===== src/hw/smc_regs.svh =====
`ifndef SMC_REGS_SVH
`define SMC_REGS_SVH

// Clock rate in MHz
`define SMC_CLK_MHZ          100
// Reset delay time in microseconds
`define SMC_RESET_DELAY_US   10
// Reset delay time in clock cycles
`define SMC_RESET_DELAY_CYC  (`SMC_RESET_DELAY_US * `SMC_CLK_MHZ)
// Device state field codes
`define SMC_DEV_NONE         2'h0
`define SMC_DEV_RESTART      2'h1
`define SMC_DEV_SLEEP        2'h2
// Watchdog fail count codes
`define SMC_WD_NONE          2'h0
`define SMC_WD_ONE           2'h1
`define SMC_WD_TWO           2'h2
// Watchdog period default after reset release
`define SMC_WD_PERIOD_DEF    3'h4
// Wake inputs lost to the measurement function
`define SMC_WAKE_MEASURE_SELECT_MASK     3'h3

`endif


===== src/hw/smc_pkg_order_note.sv =====
`default_nettype none
`default_nettype wire


===== src/hw/smc_pkg.sv =====
`default_nettype none
package smc_pkg;
   // Operating modes, one-hot
   typedef enum logic [4:0] {
      SMC_NORMAL   = 5'h01,
      SMC_STOP     = 5'h02,
      SMC_SLEEP    = 5'h04,
      SMC_RESTART  = 5'h08,
      SMC_FAILSAFE = 5'h10
   } smc_state_t;
   // Transceiver modes
   typedef enum logic [1:0] {
      SMC_XCVR_OFF  = 2'h0,
      SMC_XCVR_WAKE = 2'h1,
      SMC_XCVR_RXO  = 2'h2,
      SMC_XCVR_ON   = 2'h3
   } smc_xcvr_t;
   // Settings made in Normal Mode
   typedef struct packed {
      logic       aux;
      logic       ext;
      logic [3:0] hs;
      logic [3:0] cs;
      logic       cw;
      logic [2:0] wk_en;
   } smc_cfg_t;
   // Status bits reported after return to Normal
   typedef struct packed {
      logic [1:0] dev;
      logic [1:0] watchdog_fail_count;
      logic       uv;
      logic       ov;
      logic       spi_fail;
      logic       can;
      logic       lin;
      logic [2:0] wk;
   } smc_status_t;
endpackage : smc_pkg
`default_nettype wire


===== src/hw/smc_mode_ctrl.sv =====
`include "smc_regs.svh"
`default_nettype none
// Operation
// - Wake on CAN, LIN or wake input in Sleep goes Restart then Normal, records source.
// - Normal Mode settings stay unchanged throughout Sleep.
// - On Sleep entry on or receive-only transceivers become wake capable.
// - In Sleep cyclic wake is unavailable and the watchdog stops.
// - No SPI transaction is accepted in Sleep.
// - Sleep entry reports device state code 10.
// - Sleep request with no wake source sets SPI fault and enters Restart.
// - Wake flags still set at Sleep entry cause immediate wake through Restart.
// - Wake inputs one and two are no wake source under measurement select.
// - Main undervoltage in Normal or Stop enters Restart.
// - Main overvoltage enters Restart only with reset enable and pin level one.
// - First watchdog failure enters Restart, except Fail-Safe in configuration two.
// - Wakes from Sleep or Fail-Safe and thermal release route through Restart.
// - Restart leaves to Normal by itself and clears the mode bits.
// - Reset output low throughout Restart, released after reset delay at Normal.
// - Reset output rising edge starts long open window, period reloads to 100.
// - Fail outputs set on a second watchdog fault (first only with config bit) or overvoltage faults, unchanged leaving Restart.
// - Restart entry disables aux regulator and high-side outputs; ext regulator kept.
// - In Restart transceivers are wake capable if previously active, else off.
// - SPI transactions in Restart are ignored.
// - Restart from Normal or Stop reports 01, watchdog count, voltage flags.
// - Cyclic sensing runs in Sleep but stops where its switch has faulted.
// - Overvoltage with reset enable and pin level zero enters Fail-Safe.
module smc_mode_ctrl (
   input  wire logic                clk,
   input  wire logic                rst,
   input  wire logic                can_wake,
   input  wire logic                lin_wake,
   input  wire logic [2:0]          wake_input,
   input  wire logic                main_undervoltage,
   input  wire logic                main_overvoltage,
   input  wire logic                normal_req,
   input  wire logic                stop_req,
   input  wire logic                sleep_req,
   input  wire logic                watchdog_fail,
   input  wire logic                thermal_shutdown_level_two_release,
   input  wire logic                status_clear,
   input  wire logic                wake_status_pending,
   input  wire logic                wake_measure_select,
   input  wire logic                overvoltage_reset_enable,
   input  wire logic                pin_config_level,
   input  wire logic                config_bit,
   input  wire smc_pkg::smc_cfg_t   cfg_in,
   input  wire smc_pkg::smc_xcvr_t  can_mode_in,
   input  wire smc_pkg::smc_xcvr_t  lin_mode_in,
   input  wire logic                wd_period_wr,
   input  wire logic [2:0]          wd_period_in,
   input  wire logic [3:0]          hs_fault,
   output smc_pkg::smc_state_t      mode,
   output logic                     spi_accept,
   output logic                     reset_output_n,
   output logic                     wd_long_window_start,
   output logic [2:0]               watchdog_period,
   output logic                     watchdog_run,
   output logic                     cyclic_wake_en,
   output logic [3:0]               cyclic_sense_en,
   output logic                     mode_bits_clear,
   output logic                     fail_output_active,
   output logic                     aux_regulator_en,
   output logic                     ext_transistor_regulator_en,
   output logic [3:0]               high_side_en,
   output smc_pkg::smc_xcvr_t       can_mode,
   output smc_pkg::smc_xcvr_t       lin_mode,
   output smc_pkg::smc_status_t     status
);
   localparam logic [9:0] RD_LAST = 10'(`SMC_RESET_DELAY_CYC - 1);

   smc_pkg::smc_state_t  st_q, st_d;
   smc_pkg::smc_cfg_t    cfg_q, cfg_d;
   smc_pkg::smc_status_t sts_q, sts_d;
   smc_pkg::smc_xcvr_t   can_q, can_d, lin_q, lin_d;
   logic [9:0]           cnt_q, cnt_d;
   logic [10:0]          age_q, age_d;
   logic                 fo_q, fo_d, ro_n_q, ro_n_d, wds_q, wds_d, mclr_q, mclr_d;
   logic                 run_q, run_d, cw_q, cw_d;
   logic [3:0]           cse_q, cse_d;
   logic [2:0]           wdp_q, wdp_d;
   logic [6:0]           sync1_q, sync2_q;
   logic                 can_s, lin_s, uv_s, ov_s, awake;
   logic [2:0]           wk_s, wk_ok;
   logic [4:0]           hits;

   // Pin inputs pass two flip-flops
   always_ff @(posedge clk or posedge rst) begin
      if (rst) begin
         sync1_q <= 7'h00;
         sync2_q <= 7'h00;
      end else begin
         sync1_q <= {main_overvoltage, main_undervoltage, wake_input, lin_wake, can_wake};
         sync2_q <= sync1_q;
      end
   end
   assign {ov_s, uv_s, wk_s, lin_s, can_s} = sync2_q;

   // Measurement select removes wake inputs one and two
   assign wk_ok = wake_measure_select ? (cfg_q.wk_en & ~`SMC_WAKE_MEASURE_SELECT_MASK) : cfg_q.wk_en;
   assign hits = {wk_s & wk_ok,
                  lin_s & (lin_q != smc_pkg::SMC_XCVR_OFF),
                  can_s & (can_q != smc_pkg::SMC_XCVR_OFF)};
   assign awake = (st_q == smc_pkg::SMC_NORMAL) || (st_q == smc_pkg::SMC_STOP);
   assign spi_accept = awake;

   // Transceiver on Sleep entry
   function automatic smc_pkg::smc_xcvr_t xc_sleep(input smc_pkg::smc_xcvr_t m);
      xc_sleep = (m == smc_pkg::SMC_XCVR_ON || m == smc_pkg::SMC_XCVR_RXO) ?
                 smc_pkg::SMC_XCVR_WAKE : m;
   endfunction : xc_sleep

   // Transceiver on Restart entry
   function automatic smc_pkg::smc_xcvr_t xc_restart(input smc_pkg::smc_xcvr_t m);
      xc_restart = (m == smc_pkg::SMC_XCVR_OFF) ? smc_pkg::SMC_XCVR_OFF :
                   smc_pkg::SMC_XCVR_WAKE;
   endfunction : xc_restart

   // Mode state machine next values
   always_comb begin
      st_d   = st_q;
      cfg_d  = cfg_q;
      sts_d  = status_clear ? '0 : sts_q;
      can_d  = can_q;
      lin_d  = lin_q;
      cnt_d  = cnt_q;
      fo_d   = fo_q;
      mclr_d = 1'b0;
      case (st_q)
         smc_pkg::SMC_NORMAL, smc_pkg::SMC_STOP: begin
            if (st_q == smc_pkg::SMC_NORMAL) begin
               cfg_d = cfg_in;
               can_d = can_mode_in;
               lin_d = lin_mode_in;
            end
            if (uv_s) begin
               st_d = smc_pkg::SMC_RESTART;
               sts_d.uv = 1'b1;
               sts_d.dev = `SMC_DEV_RESTART;
            end else if (ov_s && overvoltage_reset_enable) begin
               st_d = pin_config_level ? smc_pkg::SMC_RESTART :
                      smc_pkg::SMC_FAILSAFE;
               sts_d.ov = 1'b1;
               sts_d.dev = `SMC_DEV_RESTART;
               fo_d = 1'b1;
            end else if (watchdog_fail) begin
               sts_d.dev = `SMC_DEV_RESTART;
               if (sts_q.watchdog_fail_count == `SMC_WD_NONE) begin
                  sts_d.watchdog_fail_count = `SMC_WD_ONE;
                  fo_d = fo_q | config_bit;
                  st_d = (config_bit && !pin_config_level) ? smc_pkg::SMC_FAILSAFE :
                         smc_pkg::SMC_RESTART;
               end else begin
                  sts_d.watchdog_fail_count = `SMC_WD_TWO;
                  fo_d = 1'b1;
                  st_d = (!config_bit && !pin_config_level) ? smc_pkg::SMC_FAILSAFE :
                         smc_pkg::SMC_RESTART;
               end
            end else if (sleep_req) begin
               if (st_q == smc_pkg::SMC_STOP || (wk_ok == 3'h0 &&
                   can_mode_in == smc_pkg::SMC_XCVR_OFF &&
                   lin_mode_in == smc_pkg::SMC_XCVR_OFF)) begin
                  sts_d.spi_fail = 1'b1;
                  sts_d.dev = `SMC_DEV_RESTART;
                  st_d = smc_pkg::SMC_RESTART;
               end else begin
                  sts_d.dev = `SMC_DEV_SLEEP;
                  st_d = smc_pkg::SMC_SLEEP;
               end
            end else if (stop_req && st_q == smc_pkg::SMC_NORMAL) begin
               st_d = smc_pkg::SMC_STOP;
            end else if (normal_req && st_q == smc_pkg::SMC_STOP) begin
               st_d = smc_pkg::SMC_NORMAL;
            end
         end
         smc_pkg::SMC_SLEEP: begin
            // Settings are not touched here
            if (hits != 5'h00 || wake_status_pending) begin
               st_d = smc_pkg::SMC_RESTART;
               {sts_d.wk, sts_d.lin, sts_d.can} = {sts_q.wk, sts_q.lin, sts_q.can} | hits;
            end
         end
         smc_pkg::SMC_RESTART: begin
            cnt_d = cnt_q + 10'h001;
            if (cnt_q == RD_LAST) begin
               st_d = smc_pkg::SMC_NORMAL;
               mclr_d = 1'b1;
            end
         end
         smc_pkg::SMC_FAILSAFE: begin
            if (can_s || lin_s || (wk_s & (wake_measure_select ?
                ~`SMC_WAKE_MEASURE_SELECT_MASK : 3'h7)) != 3'h0 || thermal_shutdown_level_two_release) begin
               st_d = smc_pkg::SMC_RESTART;
            end
         end
         default: begin
            st_d = smc_pkg::SMC_RESTART;
         end
      endcase
      // Entry actions
      if (st_d == smc_pkg::SMC_SLEEP && st_q != smc_pkg::SMC_SLEEP) begin
         can_d = xc_sleep(can_d);
         lin_d = xc_sleep(lin_d);
      end
      if (st_d == smc_pkg::SMC_RESTART && st_q != smc_pkg::SMC_RESTART) begin
         cfg_d.aux = 1'b0;
         cfg_d.hs = 4'h0;
         cnt_d = 10'h000;
         can_d = xc_restart(can_q);
         lin_d = xc_restart(lin_q);
      end
      if (st_d == smc_pkg::SMC_FAILSAFE) begin
         fo_d = 1'b1;
      end
   end

   // Mode state machine registers
   always_ff @(posedge clk or posedge rst) begin
      if (rst) begin
         st_q  <= smc_pkg::SMC_RESTART;
         cfg_q <= '0;
         sts_q <= '0;
         can_q <= smc_pkg::SMC_XCVR_OFF;
         lin_q <= smc_pkg::SMC_XCVR_OFF;
         cnt_q <= 10'h000;
         fo_q  <= 1'b0;
         mclr_q <= 1'b0;
      end else begin
         st_q  <= st_d;
         cfg_q <= cfg_d;
         sts_q <= sts_d;
         can_q <= can_d;
         lin_q <= lin_d;
         cnt_q <= cnt_d;
         fo_q  <= fo_d;
         mclr_q <= mclr_d;
      end
   end

   // Reset output, watchdog, enables and restart age next values
   always_comb begin
      age_d  = (st_q == smc_pkg::SMC_RESTART) ? age_q + 11'h001 : 11'h000;
      ro_n_d = (st_d == smc_pkg::SMC_NORMAL) || (st_d == smc_pkg::SMC_STOP);
      wds_d  = ro_n_d && !ro_n_q;
      wdp_d  = wdp_q;
      if (wds_d) begin
         wdp_d = `SMC_WD_PERIOD_DEF;
      end else if (wd_period_wr && st_q == smc_pkg::SMC_NORMAL) begin
         wdp_d = wd_period_in;
      end
      run_d = ro_n_d;
      cw_d  = cfg_d.cw && ro_n_d;
      cse_d = cfg_d.cs & ~hs_fault;
   end

   // Reset output, watchdog and enables registers
   always_ff @(posedge clk or posedge rst) begin
      if (rst) begin
         age_q  <= 11'h000;
         ro_n_q <= 1'b0;
         wds_q  <= 1'b0;
         wdp_q  <= `SMC_WD_PERIOD_DEF;
         run_q  <= 1'b0;
         cw_q   <= 1'b0;
         cse_q  <= 4'h0;
      end else begin
         age_q  <= age_d;
         ro_n_q <= ro_n_d;
         wds_q  <= wds_d;
         wdp_q  <= wdp_d;
         run_q  <= run_d;
         cw_q   <= cw_d;
         cse_q  <= cse_d;
      end
   end

   assign mode                        = st_q;
   assign reset_output_n              = ro_n_q;
   assign wd_long_window_start        = wds_q;
   assign watchdog_period             = wdp_q;
   assign watchdog_run                = run_q;
   assign cyclic_wake_en              = cw_q;
   assign cyclic_sense_en             = cse_q;
   assign mode_bits_clear             = mclr_q;
   assign fail_output_active          = fo_q;
   assign aux_regulator_en            = cfg_q.aux;
   assign ext_transistor_regulator_en = cfg_q.ext;
   assign high_side_en                = cfg_q.hs;
   assign can_mode                    = can_q;
   assign lin_mode                    = lin_q;
   assign status                      = sts_q;

   // Checks
   localparam logic [10:0] RD_CAP = 11'(`SMC_RESET_DELAY_CYC);
endmodule : smc_mode_ctrl
`default_nettype wire


===== config.mk =====
export PLATFORM = sky130hd
export DESIGN_NAME = smc_mode_ctrl
export DESIGN_NICKNAME = d
export VERILOG_FILES = /design/src/hw/smc_pkg_order_note.sv /design/src/hw/smc_pkg.sv /design/src/hw/smc_mode_ctrl.sv
export VERILOG_INCLUDE_DIRS = /design/src /design/src/hw
export SDC_FILE = /design/constraint.sdc
export NUM_CORES = 1
export LEC_CHECK = 0
export BUFFER_PORTS_ARGS = -buffer_cell sky130_fd_sc_hd__clkbuf_2
export CAP_MARGIN = 20
export CORE_MARGIN = 3
export CORE_UTILIZATION = 45
export CTS_BUF_LIST = sky130_fd_sc_hd__clkbuf_8
export CTS_CLUSTER_SIZE = 16
export DETAILED_ROUTE_END_ITERATION = 7
export PLACE_DENSITY = 0.71
export SLEW_MARGIN = 20
export SYNTH_ARGS = -nofsm -noshare
export SYNTH_HDL_FRONTEND = slang
export SYNTH_SLANG_ARGS = --single-unit

===== constraint.sdc =====
create_clock -name clk -period 5.2 [get_ports clk]
set_input_delay 0.26 -clock clk [delete_from_list [all_inputs] [get_ports clk]]
set_output_delay 0.26 -clock clk [all_outputs]
set_load 0.02 [all_outputs]

# [Word-level counts from Yosys, hierarchy flattened]
# Index checks and enable logic that the tools add are counted.
[word_totals] out_inout_bits=41 regBits=71 word_cells=163 inputBits=46
[op_classes] reduce_logical=44 eq_ne=18 n_bitwise=8 muxes=65 add_sub_neg=1
[ops] cell="5-bit two-way mux" count=15
[ops] cell="2-bit two-way mux" count=22
[ops] cell="14-bit two-way mux" count=2
[ops] cell="10-bit two-way mux" count=2
[ops] cell="5-bit case mux with 4 select lines" count=1
[ops] cell="1-bit two-way mux" count=17
[ops] cell="2-bit nonzero test" count=7
[ops] cell="1-bit logical AND" count=12
[ops] cell="12-bit two-way mux" count=1
[ops] cell="10-bit by 1-bit adder with 10-bit output (second input constant)" count=1
[ops] cell="10-bit equality test (second input constant)" count=1
[ops] cell="5-bit by 1-bit equality test with 1-bit output (second input constant)" count=2
[ops] cell="5-bit by 2-bit equality test with 1-bit output (second input constant)" count=2
[ops] cell="5-bit by 3-bit equality test with 1-bit output (second input constant)" count=2
[ops] cell="5-bit by 4-bit equality test with 1-bit output (second input constant)" count=2
[ops] cell="5-bit equality test (second input constant)" count=2
[ops] cell="2-bit logical NOT" count=5
[ops] cell="1-bit logical OR" count=9
[ops] cell="2-bit equality test (second input constant)" count=4
[ops] cell="4-bit two-way mux" count=2
[ops] cell="7-bit two-way mux" count=1
[ops] cell="3-bit AND" count=2
[ops] cell="3-bit two-way mux" count=2
[ops] cell="3-bit nonzero test" count=2
[ops] cell="other kinds (14)" count=18

# [Depth between registers and ports, before layout]
[logic_depth] depth_word=15 mapped_depth=7 ltp_nobuf=7

# [Worst setup path before layout]
# OpenSTA, ideal clock, no wires.
[synth_path] path_type="register to register" from="register st_q[4], in the netlist mode[4]" to="register can_q[0], in the netlist can_mode[0]" n_path_buf=1 period_less_slack_ps=2020 t_arrival_ps=1898 required_time_ps=5078 path_stages_with_launch=7 setup_slack_ps=3180 setup_time_ps=122 path_cell_list="dfrtp_1 > or3_4 > nor3b_4 > o311a_1 > buf_6 > nand3_4 > a2bb2oi_1"
[synth_via] elab_chain_len=13 elab_cells_between_ends=34 classes_between="eq/ne: 11; mux: 16; reduce/logical: 7"
[synth_lines] element="from (decl)" line="smc_mode_ctrl.sv:71" text="smc_pkg::smc_state_t st_q, st_d;"
[synth_lines] element="from (signal assigned)" line="smc_mode_ctrl.sv:219" text="st_q <= smc_pkg::SMC_RESTART;"
[synth_lines] element="from (signal assigned)" line="smc_mode_ctrl.sv:228" text="st_q <= st_d;"
[synth_lines] element="5-bit by 2-bit equality test with 1-bit output" line="smc_mode_ctrl.sv:128, smc_mode_ctrl.sv:159, smc_mode_ctrl.sv:171"
[synth_lines] element="1-bit logical AND" line="smc_mode_ctrl.sv:171" text="end else if (normal_req && st_q == smc_pkg::SMC_STOP) begin"
[synth_lines] element="5-bit two-way mux" line="smc_mode_ctrl.sv:171"
[synth_lines] element="5-bit two-way mux" line="smc_mode_ctrl.sv:169" text="end else if (stop_req && st_q == smc_pkg::SMC_NORMAL) begin"
[synth_lines] element="5-bit two-way mux" line="smc_mode_ctrl.sv:158" text="end else if (sleep_req) begin"
[synth_lines] element="5-bit two-way mux" line="smc_mode_ctrl.sv:145" text="end else if (watchdog_fail) begin"
[synth_lines] element="5-bit two-way mux" line="smc_mode_ctrl.sv:139" text="end else if (ov_s && overvoltage_reset_enable) begin"
[synth_lines] element="5-bit two-way mux" line="smc_mode_ctrl.sv:135" text="if (uv_s) begin"
[synth_lines] element="5-bit case mux with 4 select lines (*)" line="smc_mode_ctrl.sv:128" text="case (st_q)"
[synth_lines] element="named net st_d[3]" line="smc_mode_ctrl.sv:71"
[synth_lines] element="5-bit by 3-bit equality test with 1-bit output" line="smc_mode_ctrl.sv:200" text="if (st_d == smc_pkg::SMC_SLEEP && st_q != smc_pkg::SMC_SLEEP) begin"
[synth_lines] element="1-bit logical AND" line="smc_mode_ctrl.sv:200"
[synth_lines] element="2-bit two-way mux" line="smc_mode_ctrl.sv:200"
[synth_lines] element="2-bit two-way mux (*)" line="smc_mode_ctrl.sv:204" text="if (st_d == smc_pkg::SMC_RESTART && st_q != smc_pkg::SMC_RESTART) begin"
[synth_lines] element="named net can_d[0]" line="smc_mode_ctrl.sv:74" text="smc_pkg::smc_xcvr_t can_q, can_d, lin_q, lin_d;"
[synth_lines] element="to (signal assigned)" line="smc_mode_ctrl.sv:222" text="can_q <= smc_pkg::SMC_XCVR_OFF;"
[synth_lines] element="to (signal assigned)" line="smc_mode_ctrl.sv:231" text="can_q <= can_d;"
[synth_lines] element="to (decl)" line="smc_mode_ctrl.sv:74"
# Mark *: on every way through the listed nets, which the timed path passes. The rest lies on a longest branch.
# A chain may end at the register's enable or synchronous reset.

# [Worst setup path after layout]
[layout_path] from="register st_q[4], in the netlist mode[4]" to="register lin_q[0], in the netlist lin_mode[0]"
[layout_via] elab_chain_len=13 elab_cells_between_ends=34 classes_between="eq/ne: 11; mux: 16; reduce/logical: 7"
[layout_lines] element="5-bit by 2-bit equality test with 1-bit output" line="smc_mode_ctrl.sv:128, smc_mode_ctrl.sv:159, smc_mode_ctrl.sv:171"
[layout_lines] element="1-bit logical AND" line="smc_mode_ctrl.sv:171"
[layout_lines] element="5-bit two-way mux" line="smc_mode_ctrl.sv:171"
[layout_lines] element="5-bit two-way mux" line="smc_mode_ctrl.sv:169"
[layout_lines] element="5-bit two-way mux" line="smc_mode_ctrl.sv:158"
[layout_lines] element="5-bit two-way mux" line="smc_mode_ctrl.sv:145"
[layout_lines] element="5-bit two-way mux" line="smc_mode_ctrl.sv:139"
[layout_lines] element="5-bit two-way mux" line="smc_mode_ctrl.sv:135"
[layout_lines] element="5-bit case mux with 4 select lines (*)" line="smc_mode_ctrl.sv:128"
[layout_lines] element="named net st_d[3]" line="smc_mode_ctrl.sv:71"
[layout_lines] element="5-bit by 3-bit equality test with 1-bit output" line="smc_mode_ctrl.sv:200"
[layout_lines] element="1-bit logical AND" line="smc_mode_ctrl.sv:200"
[layout_lines] element="2-bit two-way mux" line="smc_mode_ctrl.sv:200"
[layout_lines] element="2-bit two-way mux (*)" line="smc_mode_ctrl.sv:204"
[layout_lines] element="named net lin_d[0]" line="smc_mode_ctrl.sv:74"
[layout_lines] element="to (signal assigned)" line="smc_mode_ctrl.sv:223" text="lin_q <= smc_pkg::SMC_XCVR_OFF;"
[layout_lines] element="to (signal assigned)" line="smc_mode_ctrl.sv:232" text="lin_q <= lin_d;"
[layout_lines] element="to (decl)" line="smc_mode_ctrl.sv:74"
# Marks and branches as above.

==> impl_results.rst <==
.. list-table::
   :header-rows: 1

   * - Metric
     - Value
   * - Leakage power summed over all cells
     - 1.85 nW
   * - Cells after Synth
     - 299
   * - Reported max-cap violation count
     - 0
   * - Fraction of synthesis flops using an asynchronous set or reset pin
     - 1.00
   * - Post-cts gate resize count
     - 0
   * - Setup crit start kind
     - flip-flop
   * - Final total negative setup slack
     - 0 ns
   * - Post-route minimum period
     - 2.34 ns
   * - Global placer's final weighted congestion
     - 0.824
   * - # setup viols final
     - 0
   * - Required time reported for the critical path endpoint
     - 5.43 ns
   * - Overall die height
     - 89.2 um
   * - Vias per inst
     - 5.33
   * - Chip Width
     - 89.2 um
   * - CP Buf/Inv Count
     - 0
   * - Detailed-route DRC error count
     - 0
   * - Arrival @ worst endpoint
     - 2.56 ns
   * - Ports
     - 87
   * - Final Hold Slack
     - 0.0252 ns
   * - Inserted Diodes
     - 0
   * - Remaining Overflow, GRT
     - 0
   * - Biggest cell delay along the critical path
     - 0.56 ns
   * - Per-instance average area after synthesis
     - 10.4 sq um
   * - Vias in the first global route
     - 2426
   * - Slowest stage cell on the critical path
     - o311a_1
   * - Fraction of final layout cells sized beyond drive strength 1
     - 0.311
   * - Netlist area before placement
     - 3120 sq um
   * - Most repeated cell in the gate-level netlist after synthesis
     - dfrtp_1
   * - Maximum clock path buffer count
     - 2
   * - Slew of the pin with the lowest slew margin
     - 0.860 ns
   * - Final Hold Vio Count
     - 0
   * - Distinct cell type count after synthesis
     - 59
   * - Clock buffer count from CTS
     - 9
   * - Global-route wire length before repair
     - 11500 um
   * - Wire length per cell
     - 15.1 um
   * - DP Wirelength
     - 5210 um
   * - CTS hold repair buffers
     - 0
   * - Via total after detailed routing
     - 2502
   * - Clock-pin slew on the worst setup and hold paths
     - 0.07 ns
   * - RSZ-0062 raised after global routing
     - false
   * - Power after layout
     - 0.997 mW
   * - Cell at the root of the clock tree
     - clkbuf_8
   * - Post-layout nets
     - 434
   * - Standard cell core area
     - 6530 sq um
   * - Max H-tree Level
     - 3
   * - Initial Util
     - 0.477
   * - Worst skew pair latency
     - 0.34 ns
   * - Clock tree from TritonCTS
     - built
   * - Number of iterations in the first detailed-routing pass
     - 4
   * - Final setup margin
     - 2.86 ns
   * - Proportion of netlist area held by the largest area contributor
     - 0.554
   * - Largest fanout of any net on the critical path
     - 10
   * - Number of synthesized flops with an enable pin
     - 0
   * - Buffer count from post-CTS setup fixing
     - 0
   * - Share of the clock period used by the worst path
     - 0.450
   * - Hold Path Class
     - input port to flip-flop
   * - GRT Total Usage
     - 0.188
   * - Timing-limited maximum frequency
     - 428 MHz
   * - Max-Slew Margin vs Limit
     - 0.427
   * - Cell types with the highest counts after synthesis
     - dfrtp_1 (69), nand2_1 (60), a21oi_1 (24)
   * - Starting DRT DRC Count
     - 118
   * - Most used flip-flop cell after synthesis
     - dfrtp_1
   * - Number of clock sinks
     - 71
   * - Placement Setup Slack
     - 2.88 ns
   * - Final ANT Viol Nets
     - 0
   * - Sequential area share after synthesis
     - 0.571
   * - Pin count of the biggest net entering global routing
     - 72
   * - Max-slew violation total from the final report
     - 0
   * - Antenna violations before repair
     - 0
   * - Power per cell area
     - 265 nW/um^2
   * - Dominant cells by area after synthesis
     - dfrtp_1 (55%), nand2_1 (7.2%), a21oi_1 (3.9%), nand3_1 (3.5%), dfstp_2 (1.7%)
   * - Count of port buffers added during placement
     - 86
   * - Number of rows in the core area
     - 29
   * - Maximum ir drop on the vdd rail
     - 0.000190 V
   * - Endpoint type of the worst setup path
     - flip-flop
   * - Worst-path cell chain
     - or3_4, nor3b_4, o311a_1, nand3_4, a2bb2oi_1
   * - Synthesized Nets
     - 346
   * - Run status
     - complete, no violations
   * - Class of the most critical setup path
     - flip-flop to flip-flop
   * - Cell type group with the largest total delay on the critical path
     - simple AND/OR/NAND/NOR gates
   * - Worst Skew
     - 0.00421 ns
   * - Die ar.
     - 7960 sq um
   * - Cell type with the largest total area after synthesis
     - dfrtp_1
   * - Synthesis-stage register bit count
     - 71
   * - Warnings, synthesis
     - 0
   * - Total Wirelength
     - 7090 um
   * - Area grow syn2layout
     - 20.8%
cell type report:
class / instances / area [sq um]
clock buffers: 10 / 138
well taps: 77 / 96.3
multi-input cells: 206 / 1230
fillers: 588 / 2770
clock inverters: 6 / 37.5
flip-flops and latches: 71 / 1780
repair buffers: 88 / 445
inverters: 11 / 41.3
final timing paths:
check,from,to,slack (ns),cells after the start
max reg2reg,mode[4],lin_mode[0],2.86,5
max in group asynchronous,rst,cnt_q[2],4.49,3
max,mode[4],lin_mode[0],2.86,5
min reg2reg,sync1_q[4],sync2_q[4],0.35,0
min in group asynchronous,rst,cyclic_sense_en[1],0.15,3
min,can_wake,sync1_q[0],0.03,1
routing by layer:
layer / vias up / routed length, um / global-route usage
met2: 65 / 3420 / 0.300
met5: - / 0 / 0
li1: 1242 / - / -
met3: 11 / 385 / 0.0424
met1: 1184 / 3150 / 0.247
met4: 0 / 136 / 0.0812
power by group:
part | total [mW] | leakage (nW) | switching [mW] | internal, mW
clock | 0.386 | 0.0895 | 0.203 | 0.183
sequential | 0.563 | 0.874 | 0.00370 | 0.560
combinational | 0.0476 | 0.886 | 0.0286 | 0.0191
total | 0.997 | 1.85 | 0.235 | 0.762
state kept, by name, summed over array words and instances (netlist names):
| signal | cells |
|---|---|
| mode_bits_clear | 1 |
| sync2_q | 7 |
| cnt_q | 10 |
| sync1_q | 7 |
| watchdog_period | 3 |
| wd_long_window_start | 1 |
| watchdog_run | 1 |
| fail_output_active | 1 |
| mode | 5 |
| cfg_q | 8 |
| lin_mode | 2 |
| cyclic_wake_en | 1 |
| cyclic_sense_en | 4 |
| ext_transistor_regulator_en | 1 |
| can_mode | 2 |
| aux_regulator_en | 1 |
| high_side_en | 4 |
| status | 12 |
placed cells by master, fill, tap and decap left out, drive strengths merged, types with 4 or more instances in the layout:
cell / instances
a21oi: 24
and3: 4
clkbuf: 96
dfrtp: 69
inv: 12
mux2i: 5
nand2: 61
nand3: 23
nor2: 13
nor3: 7
nor4: 6
o21ai: 8
or3: 4
logic make-up after synthesis:
group | Yosys count | synth area share
AOI/OAI and AO/OA | 65 | 0.146
xor gates and xnor gates | 3 | 0.00843
adders and majority gates | 1 | 0.00401
buffers and inverters | 22 | 0.0353
DFF | 71 | 0.571
muxes | 5 | 0.0161
and+or+nand+nor | 132 | 0.220
metrics by stage:
stage / instances / instance area [sq um] / utilization
after floorplan: 299 / 3120 / -
after CTS: 469 / 3770 / 0.577
after global routing: 469 / 3770 / 0.577
final: 469 / 3770 / 0.577
after global placement: 453 / 3590 / 0.550
after detailed placement: 453 / 3590 / 0.550
Power figures use the tool's default switching activity.
